--- config.mk ---
export PLATFORM = sky130hd
export DESIGN_NAME = cbu_branch_unit
export DESIGN_NICKNAME = d
export VERILOG_FILES = /design/src/common/cbu_pkg.sv /design/src/verilog/cbu_branch_unit.sv /design/src/verilog/cbu_target_calc.sv
export SDC_FILE = /design/constraint.sdc
export NUM_CORES = 1
export LEC_CHECK = 0
export BUFFER_PORTS_ARGS = -buffer_cell sky130_fd_sc_hd__buf_2
export CORE_ASPECT_RATIO = 2
export CORE_UTILIZATION = 45
export DETAILED_ROUTE_END_ITERATION = 12
export PLACE_DENSITY = 0.67
export SYNTH_ARGS = -nofsm -noshare
export SYNTH_HDL_FRONTEND = slang
export SYNTH_HIERARCHICAL = 1
export SYNTH_SLANG_ARGS = --single-unit
--- constraint.sdc ---
create_clock -name sys_clk -period 3.3 [get_ports sys_clk]
set_input_delay 0.495 -clock sys_clk [delete_from_list [all_inputs] [get_ports sys_clk]]
set_output_delay 0.495 -clock sys_clk [all_outputs]
set_load 0.05 [all_outputs]
--- src/common/cbu_pkg.sv ---
// Package with encodings, widths and types for the conditional branch unit.
package cbu_pkg;

  // ----------------------------------------------------------------
  // Widths and field positions
  // ----------------------------------------------------------------
  localparam int CBU_PC_W = 21;
  localparam int CBU_INSTR_W = 16;
  localparam int CBU_OPC_HI = 15;
  localparam int CBU_OPC_LO = 8;
  localparam int CBU_OFS_HI = 7;
  localparam int CBU_OFS_LO = 0;

  // ----------------------------------------------------------------
  // Upper-byte encodings of the flag-clear branches
  // ----------------------------------------------------------------
  localparam logic [7:0] CBU_OPC_ZERO_CLR = 8'he1;
  localparam logic [7:0] CBU_OPC_CARRY_CLR = 8'he3;
  localparam logic [7:0] CBU_OPC_OVF_CLR = 8'he5;
  localparam logic [7:0] CBU_OPC_NEG_CLR = 8'he7;

  // ----------------------------------------------------------------
  // Timing counts in quarter phases
  // ----------------------------------------------------------------
  localparam int CBU_PHASES_PER_CYCLE = 4;
  localparam logic [1:0] CBU_NOP_LAST = 2'h3;
  localparam logic [3:0] CBU_LEN_TAKEN = 4'h8;
  localparam logic [3:0] CBU_LEN_NOT_TAKEN = 4'h4;

  // Status flags as seen by the branch unit.
  typedef struct packed {
    logic negative;
    logic overflow;
    logic zero;
    logic carry;
  } cbu_flags_t;

  // Sequencer states; each lasts one quarter phase except CBU_ST_NOP, which lasts four.
  typedef enum logic [2:0] {
    CBU_ST_DECODE,
    CBU_ST_READ,
    CBU_ST_PROC,
    CBU_ST_WRITE,
    CBU_ST_NOP
  } cbu_state_t;

  // True when the instruction is one of the four flag-clear branches.
  function automatic logic cbu_is_branch(input logic [7:0] opc);
    cbu_is_branch = (opc == CBU_OPC_ZERO_CLR) || (opc == CBU_OPC_CARRY_CLR) ||
                    (opc == CBU_OPC_OVF_CLR) || (opc == CBU_OPC_NEG_CLR);
  endfunction : cbu_is_branch

  // True when the flag tested by the opcode reads zero.
  function automatic logic cbu_cond(input logic [7:0] opc, input cbu_flags_t f);
    cbu_cond = 1'b0;
    if (opc == CBU_OPC_ZERO_CLR) cbu_cond = !f.zero;
    else if (opc == CBU_OPC_CARRY_CLR) cbu_cond = !f.carry;
    else if (opc == CBU_OPC_OVF_CLR) cbu_cond = !f.overflow;
    else if (opc == CBU_OPC_NEG_CLR) cbu_cond = !f.negative;
  endfunction : cbu_cond

endpackage : cbu_pkg

--- src/verilog/cbu_branch_unit.sv ---
// Conditional branch unit for the four flag-clear short relative branches.
`timescale 1ns/1ps
`default_nettype none
module cbu_branch_unit #(
  parameter int PC_W = cbu_pkg::CBU_PC_W
) (
  // Clock, reset and enable
  input wire logic sys_clk,
  input wire logic reset_n,
  input wire logic clk_en,
  // Instruction from the fetch stage
  input wire logic instr_valid,
  input wire logic [cbu_pkg::CBU_INSTR_W-1:0] instr_word,
  input wire logic [PC_W-1:0] pc_next,
  output logic instr_ready,
  output logic instr_hit,
  // Status flags and writes from the preceding instruction
  input wire cbu_pkg::cbu_flags_t status_flags,
  input wire logic flag_fwd_valid,
  input wire cbu_pkg::cbu_flags_t flag_fwd,
  // Program counter load
  output logic pc_load,
  output logic [PC_W-1:0] pc_load_addr,
  // Status
  output logic busy,
  output logic branch_done,
  output logic branch_taken
);
  import cbu_pkg::*;

  // ----------------------------------------------------------------
  // State
  // ----------------------------------------------------------------
  cbu_state_t state_ff, nxt_state;
  logic [7:0] opc_ff, nxt_opc;
  logic [7:0] ofs_ff, nxt_ofs;
  logic [PC_W-1:0] base_ff, nxt_base;
  cbu_flags_t flags_ff, nxt_flags;
  logic taken_ff, nxt_taken;
  logic [1:0] nop_cnt_ff, nxt_nop_cnt;
  logic pc_load_ff, nxt_pc_load;
  logic [PC_W-1:0] pc_addr_ff, nxt_pc_addr;
  logic done_ff, nxt_done;
  logic [PC_W-1:0] target;
  logic accept;

  // Target adder on the latched counter and offset.
  cbu_target_calc #(.PC_W(PC_W)) u_target (
    .pc_base(base_ff),
    .offset(ofs_ff),
    .target(target)
  );

  // ----------------------------------------------------------------
  // Handshake with fetch
  // ----------------------------------------------------------------
  // Only the four flag-clear branches are claimed; others pass untouched.
  always_comb
  begin
    instr_hit = cbu_is_branch(instr_word[CBU_OPC_HI:CBU_OPC_LO]);
    instr_ready = (state_ff == CBU_ST_DECODE);
    accept = clk_en && instr_valid && instr_hit && instr_ready;
  end

  // ----------------------------------------------------------------
  // Sequencer next state
  // ----------------------------------------------------------------
  // One state per quarter phase, four in CBU_ST_NOP; clk_en low freezes everything.
  always_comb
  begin
    nxt_state = state_ff;
    nxt_opc = opc_ff;
    nxt_ofs = ofs_ff;
    nxt_base = base_ff;
    nxt_flags = flags_ff;
    nxt_taken = taken_ff;
    nxt_nop_cnt = nop_cnt_ff;
    nxt_pc_load = pc_load_ff;
    nxt_pc_addr = pc_addr_ff;
    // The done pulse is state too: it holds while the enable is low.
    nxt_done = done_ff;
    if (clk_en)
    begin
      nxt_pc_load = 1'b0;
      nxt_done = 1'b0;
      case (state_ff)
        CBU_ST_DECODE:
        begin
          // Decode phase: latch opcode, offset and the already advanced counter.
          if (accept)
          begin
            nxt_opc = instr_word[CBU_OPC_HI:CBU_OPC_LO];
            nxt_ofs = instr_word[CBU_OFS_HI:CBU_OFS_LO];
            nxt_base = pc_next;
            nxt_state = CBU_ST_READ;
          end
        end
        CBU_ST_READ:
        begin
          // Offset literal is read; flags are sampled in the next phase.
          nxt_state = CBU_ST_PROC;
        end
        CBU_ST_PROC:
        begin
          // Flags written by the preceding instruction take precedence.
          nxt_flags = flag_fwd_valid ? flag_fwd : status_flags;
          nxt_taken = cbu_cond(opc_ff, nxt_flags);
          nxt_pc_load = nxt_taken;
          nxt_pc_addr = nxt_taken ? target : pc_addr_ff;
          nxt_state = CBU_ST_WRITE;
        end
        CBU_ST_WRITE:
        begin
          // Fourth phase writes the counter when taken, else idles and ends.
          nxt_nop_cnt = 2'h0;
          nxt_state = taken_ff ? CBU_ST_NOP : CBU_ST_DECODE;
          nxt_done = !taken_ff;
        end
        CBU_ST_NOP:
        begin
          // Second instruction cycle of four idle phases.
          nxt_nop_cnt = nop_cnt_ff + 2'h1;
          if (nop_cnt_ff == CBU_NOP_LAST)
          begin
            nxt_state = CBU_ST_DECODE;
            nxt_done = 1'b1;
          end
        end
        default:
        begin
          nxt_state = CBU_ST_DECODE;
        end
      endcase
    end
  end

  // Registers of the sequencer.
  always_ff @(posedge sys_clk or negedge reset_n)
  begin
    if (!reset_n)
    begin
      state_ff <= CBU_ST_DECODE;
      opc_ff <= 8'h00;
      ofs_ff <= 8'h00;
      base_ff <= '0;
      flags_ff <= '0;
      taken_ff <= 1'b0;
      nop_cnt_ff <= 2'h0;
      pc_load_ff <= 1'b0;
      pc_addr_ff <= '0;
      done_ff <= 1'b0;
    end
    else
    begin
      state_ff <= nxt_state;
      opc_ff <= nxt_opc;
      ofs_ff <= nxt_ofs;
      base_ff <= nxt_base;
      flags_ff <= nxt_flags;
      taken_ff <= nxt_taken;
      nop_cnt_ff <= nxt_nop_cnt;
      pc_load_ff <= nxt_pc_load;
      pc_addr_ff <= nxt_pc_addr;
      done_ff <= nxt_done;
    end
  end

  // ----------------------------------------------------------------
  // Outputs
  // ----------------------------------------------------------------
  // The unit has no path to the status register, so no flag is written.
  always_comb
  begin
    pc_load = pc_load_ff;
    pc_load_addr = pc_addr_ff;
    busy = (state_ff != CBU_ST_DECODE);
    branch_done = done_ff;
    branch_taken = taken_ff;
  end

  // Enabled phases since the accept, for the cycle-count check.
  logic [3:0] run_len_ff;
  always_ff @(posedge sys_clk or negedge reset_n)
  begin
    if (!reset_n) run_len_ff <= 4'h0;
    else if (accept) run_len_ff <= 4'h1;
    else if (clk_en && busy) run_len_ff <= run_len_ff + 4'h1;
  end
endmodule : cbu_branch_unit
`default_nettype wire

--- src/verilog/cbu_target_calc.sv ---
// Branch target adder: incremented counter plus doubled signed offset.
`timescale 1ns/1ps
`default_nettype none
module cbu_target_calc #(
  parameter int PC_W = cbu_pkg::CBU_PC_W
) (
  // Operands
  input wire logic [PC_W-1:0] pc_base,
  input wire logic [7:0] offset,
  // Result
  output logic [PC_W-1:0] target
);
  import cbu_pkg::*;

  // ----------------------------------------------------------------
  // Sign extension and doubling
  // ----------------------------------------------------------------
  logic [PC_W-1:0] disp;

  // The offset spans -128..127 and becomes a byte displacement of 2n.
  always_comb
  begin
    disp = {{(PC_W-9){offset[7]}}, offset, 1'b0};
    target = pc_base + disp;
  end

endmodule : cbu_target_calc
`default_nettype wire
==> flow_metrics.env, run 1 <==
export IMPL_max_stage_delay_ps=690
export IMPL_viasPerCell=5.67
export IMPL_grt_usage=0.203
export IMPL_rr_endpoint="pc_load_addr[18]$_DFFE_PN0P_"
export IMPL_nFillCells=743
export IMPL_antenna_left=0
export IMPL_insertion_delay_ps=340
export IMPL_cts_root_buf="clkbuf_16"
export IMPL_clk_pin_slew_ps=60
export IMPL_hold_viol=0
export IMPL_p_per_area_mw_per_mm2=516
export IMPL_min_period_ps=2700
export IMPL_routed_wl_um=7910
export IMPL_dpl_worst_slack_ps=647
export IMPL_rows=47
export IMPL_grt_pass1_vias=2992
export IMPL_antenna_found_initial=0
export IMPL_fin_skew_ps=8.19
export IMPL_crit_chain="ha_1 > a21oi_1 > o221ai_1 > a31oi_4 > a21oi_1 > o311a_1 > mux2_4"
export IMPL_ys_seq_area_frac=0.436
export IMPL_overflow=0
export IMPL_postCtsSetupBuffers=0
export IMPL_io_buffers=76
export IMPL_cp_end_kind="register"
export IMPL_final_setup_tns_ps=0
export IMPL_design_area_mm2=0.00458
export IMPL_wire_per_inst_um=16.0
export IMPL_ios=77
export IMPL_dpl_cell_area_mm2=0.00423
export IMPL_gp_congestion=0.909
export IMPL_hold_path_class="in2async"
export IMPL_r2r_start="ofs_ff[7]$_DFFE_PN0P_"
export IMPL_h_tree_depth=3
export IMPL_vias=2793
export IMPL_synth_main_ff_cell="dfrtp_1"
export IMPL_yosys_area_top_type="dfrtp_1"
export IMPL_leakage_uw=0.00252
export IMPL_synth_area_leaders="dfrtp_1 (44%), mux2_2 (10%), mux2_4 (7.1%)"
export IMPL_drv_slew=0
export IMPL_critPathLaunchType="register"
export IMPL_tightest_slew_ps=1090
export IMPL_synth_async_reset_ratio=1.00
export IMPL_critPathMaxFanout=14
export IMPL_fmax_ghz=0.370
export IMPL_die_area_mm2=0.00882
export IMPL_synth_area_mm2=0.00379
export IMPL_max_slew_margin_rel=0.272
export IMPL_cpMostUsedCell="a21oi_1"
export IMPL_synthCells=314
export IMPL_area_growth_pct=20.9
export IMPL_initial_core_util=0.460
export IMPL_ir_drop_mv=0.611
export IMPL_cts_resized=0
export IMPL_criticalPathCategory="reg2reg"
export IMPL_synth_distinct_cells=56
export IMPL_drive_gt1_frac=0.403
export IMPL_synth_seq_cells=66
export IMPL_dpl_cell_count=477
export IMPL_n_antenna_cell=0
export IMPL_drc=0
export IMPL_postSynthAreaPerCell_um2=12.1
export IMPL_fin_cells=493
export IMPL_r2r_cells=7
export IMPL_finalNetCount=461
export IMPL_cp_num_buf_inv=0
export IMPL_core_area_mm2=0.00823
export IMPL_synth_warning_count=6
export IMPL_grt_max_degree=67
export IMPL_cts_buffers=9
export IMPL_fp_dieH_um=132
export IMPL_outcome="finished clean"
export IMPL_crit_required_ps=3520
export IMPL_cp_top_family="compound AO/OA/AOI/OAI gates"
export IMPL_slowest_stage="dfrtp_1"
export IMPL_fp_dieW_um=66.9
export IMPL_first_pass_iters=4
export IMPL_setup_viol=0
export IMPL_clock_sinks=66
export IMPL_rsz0062_at_grt="false"
export IMPL_syn_num_nets=385
export IMPL_maxCapViolations=0
export IMPL_cts_buffer_depth=2
export IMPL_grt_first_pass_wirelength_um=13300
export IMPL_cts_tree="built"
export IMPL_critPathArrivalTime_ps=2920
export IMPL_min_period_over_period=0.819
export IMPL_hold_buffers=0
export IMPL_synth_edf_count=0
export IMPL_drtIter0Drc=165
export IMPL_r2r_slack_ps=600
export IMPL_worst_slack_ps=598
export IMPL_dp_hpwl_um=5920
export IMPL_yosysTopAreaCellShare=0.436
where the power goes:
part | internal (uW) | switching [uW] | total [uW] | leakage (uW)
logic | 136 | 203 | 339 | 0.00143
clock network | 776 | 342 | 1120 | 0.000176
registers | 853 | 53.9 | 907 | 0.000914
total | 1770 | 598 | 2360 | 0.00252
worst register-to-register path, stage by stage (launching register included):
cell and delay [ps]:
dfrtp_1 690, ha_1 420, a21oi_1 260, o221ai_1 240, a31oi_4 310, a21oi_1 110
o311a_1 300, mux2_4 260
cell families (layout without fill, tap and decap cells):
logic type | after synthesis | after routing | synth area share
muxes | 56 | 56 | 0.186
and+or+nand+nor | 71 | 71 | 0.115
xor gates and xnor gates | 15 | 15 | 0.0347
buffers and inverters | 19 | 100 | 0.0297
adders and majority gates | 21 | 21 | 0.0713
DFF | 66 | 66 | 0.436
AOI/OAI and AO/OA | 66 | 66 | 0.127
per-stage QoR:
stage | hold slack [ps] | power (uW) | util
floorplan | 199 | 1180 | -
global placement | 449 | 1250 | 0.514
detailed placement | 457 | 1260 | 0.514
CTS | 182 | 2390 | 0.557
global route | 203 | 2460 | 0.557
finish | 169 | 2360 | 0.557
Yosys cell counts, types with 2 or more instances:
library cell and instances:
buf_4 2, buf_6 4, o21ai_0 8, nand3_1 10
a21oi_1 22, a211oi_1 3, o22ai_1 3, buf_2 3
a21o_1 7, nand4_1 5, ha_1 20, nand3b_1 2
mux2i_1 2, xor2_1 6, o21bai_1 3, o311a_1 2
nand2_1 20, nor2b_1 2, xnor2_1 9, and2_1 3
nor2_1 7, and3_1 4, clkbuf_1 4, nand4b_1 3
o21ai_1 3, mux2_4 18, mux2_2 35, o211ai_1 2
inv_1 6, dfrtp_1 66, nand2b_1 5
state kept, by name (all words and copies together), names as in the netlist:
register and cells:
opc_ff 8, ofs_ff 8, pc_load 1, pc_load_addr 21, state_ff 3, branch_done 1
base_ff 21, nop_cnt_ff 2, branch_taken 1
layout by cell type, fill, tap and decap left out, types with 4 or more instances in the layout:
master	synthesis	final
clkbuf_16	0	9
nand3_1	10	10
o21ai_0	8	8
mux2_2	35	35
a21oi_1	22	22
nor2_1	7	7
and3_1	4	4
nand2_1	20	20
mux2_4	18	18
inv_1	6	6
xor2_1	6	6
ha_1	20	20
a21o_1	7	7
dfrtp_1	66	66
nand4_1	5	5
nand2b_1	5	5
xnor2_1	9	9
buf_2	3	76
per-layer routing:
metal | part of all wire | GRT usage | up-vias
li1 | - | - | 1317
met1 | 0.36 | 0.204 | 1371
met2 | 0.57 | 0.360 | 79
met3 | 0.042 | 0.0476 | 26
met4 | 0.033 | 0.119 | 0
met5 | 0 | 0 | -
worst max path at each step:
stage                                startpoint  cells after the start                           end
after floorplan                  instr_word[12]                      5         ofs_ff[5]$_DFFE_PN0P_
after global placement    ofs_ff[7]$_DFFE_PN0P_                      7  pc_load_addr[19]$_DFFE_PN0P_
after detailed placement  ofs_ff[7]$_DFFE_PN0P_                      7  pc_load_addr[19]$_DFFE_PN0P_
after CTS                 ofs_ff[7]$_DFFE_PN0P_                      7  pc_load_addr[19]$_DFFE_PN0P_
after global routing      ofs_ff[7]$_DFFE_PN0P_                      7  pc_load_addr[18]$_DFFE_PN0P_
final                     ofs_ff[7]$_DFFE_PN0P_                      7  pc_load_addr[18]$_DFFE_PN0P_
layout make-up:
| cell class | instances | area (um^2) | share of cell area |
|---|---|---|---|
| repair buffers | 78 | 408 | 0.0890 |
| multi-input cells | 229 | 2030 | 0.442 |
| clock inverters | 5 | 100 | 0.0218 |
| inverters | 6 | 22.5 | 0.00491 |
| well taps | 98 | 123 | 0.0267 |
| flip-flops and latches | 66 | 1650 | 0.360 |
| clock buffers | 11 | 253 | 0.0551 |
No activity file was read; power rests on OpenSTA's default activity.
==> inputs of run 2 (changes only) <==
--- a/config.mk
+++ b/config.mk
@@ -9,7 +9,7 @@
 export CORE_ASPECT_RATIO = 2
 export CORE_UTILIZATION = 45
 export DETAILED_ROUTE_END_ITERATION = 12
-export PLACE_DENSITY = 0.67
+export PLACE_DENSITY = 0.7
 export SYNTH_ARGS = -nofsm -noshare
 export SYNTH_HDL_FRONTEND = slang
 export SYNTH_HIERARCHICAL = 1
==> constraint.sdc (replaced) <==
create_clock -name sys_clk -period 2.4 [get_ports sys_clk]
set_input_delay 0.36 -clock sys_clk [delete_from_list [all_inputs] [get_ports sys_clk]]
set_output_delay 0.36 -clock sys_clk [all_outputs]
set_load 0.05 [all_outputs]
==> run 2 against run 1 <==
Register-to-register slack got worse by 510 ps. Utilization increased by 1.6 points. Fmax up 17%. Via count is 2.2% higher. Critical path type unchanged. Non-clock buffer count rose by 20. Hold slack worse by 110 ps. Highest routed layer unchanged. Die area unchanged. Worst setup slack got worse by 510 ps. Combinational power grew 63%. Final cell count rose by 4.3%.
==> flow_metrics.env, run 2 (synthesized netlist as in run 1, its figures left out) <==
export IMPL_outcome="finished clean"
export IMPL_dp_hpwl_um=6200
export IMPL_r2r_cells=7
export IMPL_drc=0
export IMPL_overflow=0
export IMPL_setup_viol=0
export IMPL_layout_commonest_cell="buf_2"
export IMPL_fin_util=0.573
export IMPL_viasPerCell=5.55
export IMPL_initial_core_util=0.460
export IMPL_fmax_ghz=0.432
export IMPL_cts_buffers=9
export IMPL_area_growth_pct=24.4
export IMPL_routed_wl_um=8250
export IMPL_seqPwrFrac=0.402
export IMPL_vias=2855
export IMPL_hold_path_class="in2async"
export IMPL_grt_first_pass_wirelength_um=13400
export IMPL_grt_pass1_vias=2993
export IMPL_grt_max_degree=38
export IMPL_min_period_ps=2310
export IMPL_die_area_mm2=0.00882
export IMPL_total_power_uw=3020
export IMPL_min_period_over_period=0.964
export IMPL_antenna_left=0
export IMPL_max_stage_delay_ps=470
export IMPL_hold_viol=0
export IMPL_drtIter0Drc=126
export IMPL_cp_num_buf_inv=0
export IMPL_cts_root_buf="clkbuf_16"
export IMPL_first_pass_iters=5
export IMPL_gp_congestion=0.871
export IMPL_tightest_slew_ps=510
export IMPL_io_buffers=76
export IMPL_grt_usage=0.205
export IMPL_internal_power_uw=2200
export IMPL_layout_cells_most_common_list="buf_2 (76), dfrtp_1 (66), mux2_2 (35), buf_4 (21), nand2_1 (20)"
export IMPL_switching_share=0.271
export IMPL_fin_skew_ps=7.25
export IMPL_crit_chain="ha_1 > a21oi_1 > o221ai_2 > a31oi_4 > a21oi_1 > o311a_1 > mux2_4"
export IMPL_critPathArrivalTime_ps=2530
export IMPL_maxCapViolations=0
export IMPL_rows=47
export IMPL_fp_dieW_um=66.9
export IMPL_slowest_stage="dfrtp_1"
export IMPL_cts_tree="built"
export IMPL_clkPwrFrac=0.415
export IMPL_insertion_delay_ps=330
export IMPL_clock_sinks=66
export IMPL_fp_dieH_um=132
export IMPL_cp_end_kind="register"
export IMPL_criticalPathCategory="reg2reg"
export IMPL_cp_depth=7
export IMPL_drive_gt1_frac=0.455
export IMPL_cts_buffer_depth=2
export IMPL_max_slew_margin_rel=0.659
export IMPL_leakage_uw=0.00258
export IMPL_finalNetCount=481
export IMPL_combPwrFrac=0.183
export IMPL_core_area_mm2=0.00823
export IMPL_antenna_found_initial=1
export IMPL_critPathLaunchType="register"
export IMPL_r2r_slack_ps=90
export IMPL_power_switching_uw=820
export IMPL_drv_slew=0
export IMPL_cpMostUsedCell="a21oi_1"
export IMPL_wire_per_inst_um=16.0
export IMPL_clk_pin_slew_ps=50
export IMPL_cp_top_family="compound AO/OA/AOI/OAI gates"
export IMPL_critPathMaxFanout=8
export IMPL_ios=77
export IMPL_h_tree_depth=3
export IMPL_p_per_area_mw_per_mm2=641
export IMPL_nFillCells=717
export IMPL_ir_drop_mv=0.599
export IMPL_crit_required_ps=2620
export IMPL_r2r_start="ofs_ff[7]$_DFFE_PN0P_"
export IMPL_rr_endpoint="pc_load_addr[18]$_DFFE_PN0P_"
==> run 2: worst max-delay path by stage <==
stage	start	end	slack [ps]
final	ofs_ff[7]$_DFFE_PN0P_	pc_load_addr[18]$_DFFE_PN0P_	90
after CTS	ofs_ff[7]$_DFFE_PN0P_	pc_load_addr[18]$_DFFE_PN0P_	30
after detailed placement	ofs_ff[1]$_DFFE_PN0P_	pc_load_addr[18]$_DFFE_PN0P_	-20
after floorplan	ofs_ff[7]$_DFFE_PN0P_	pc_load_addr[19]$_DFFE_PN0P_	40
after global placement	ofs_ff[0]$_DFFE_PN0P_	pc_load_addr[13]$_DFFE_PN0P_	40
after global routing	ofs_ff[0]$_DFFE_PN0P_	pc_load_addr[13]$_DFFE_PN0P_	-1
==> run 2: cell type report <==
class	count	area (um^2)	area share
Multi-Input combinational cell	229	2080	0.441
Inverter	6	22.5	0.00477
Sequential cell	66	1650	0.350
Antenna cell	1	2.50	0.000531
Clock inverter	3	40.0	0.00849
Tap cell	98	123	0.0260
Timing Repair Buffer	98	558	0.118
Clock buffer	13	240	0.0509
==> run 2: repair_timing <==
| action | in CTS | in global routing |
|---|---|---|
| buffers inserted | 0 | 1 |
| gates cloned | 0 | 0 |
| hold endpoints to repair | 0 | 0 |
| hold buffers | 0 | 0 |
| gates resized for setup | 2 | 13 |
| pin swaps | 0 | 1 |
| endpoints found under the setup margin | 2 | 6 |
==> run 2: per-layer routing <==
layer | up-vias | track usage | part of all wire
li1 | 1359 | - | -
met1 | 1391 | 0.199 | 0.36
met2 | 84 | 0.372 | 0.58
met3 | 21 | 0.0458 | 0.033
met4 | 0 | 0.121 | 0.035
met5 | - | 0 | 0
==> run 2: worst register-to-register path: stages (launching register included) <==
cell	delay, ps
dfrtp_1	470
ha_1	390
a21oi_1	250
o221ai_2	170
a31oi_4	250
a21oi_1	100
o311a_1	300
mux2_4	270
==> run 2: through the flow <==
step	instances	setup TNS [ps]	instance area, um^2	hold WS, ps	setup slack (ps)
after detailed placement	496	-15.5	4370	425	-15.5
after CTS	512	0	4660	67.2	27.1
after global placement	496	0	4370	425	40.7
after floorplan	314	0	3790	64.4	37.8
after global routing	514	-1.74	4720	94.4	-0.987
final	514	0	4720	57.7	87.0
==> run 2: power by group through the flow <==
stage | clock, uW | sequential (uW) | combinational [uW]
finish | 1250 | 1220 | 554
global route | 1330 | 1220 | 605
CTS | 1290 | 1220 | 553
detailed placement | 0 | 1230 | 550
global placement | 0 | 1230 | 534
floorplan | 0 | 1240 | 372
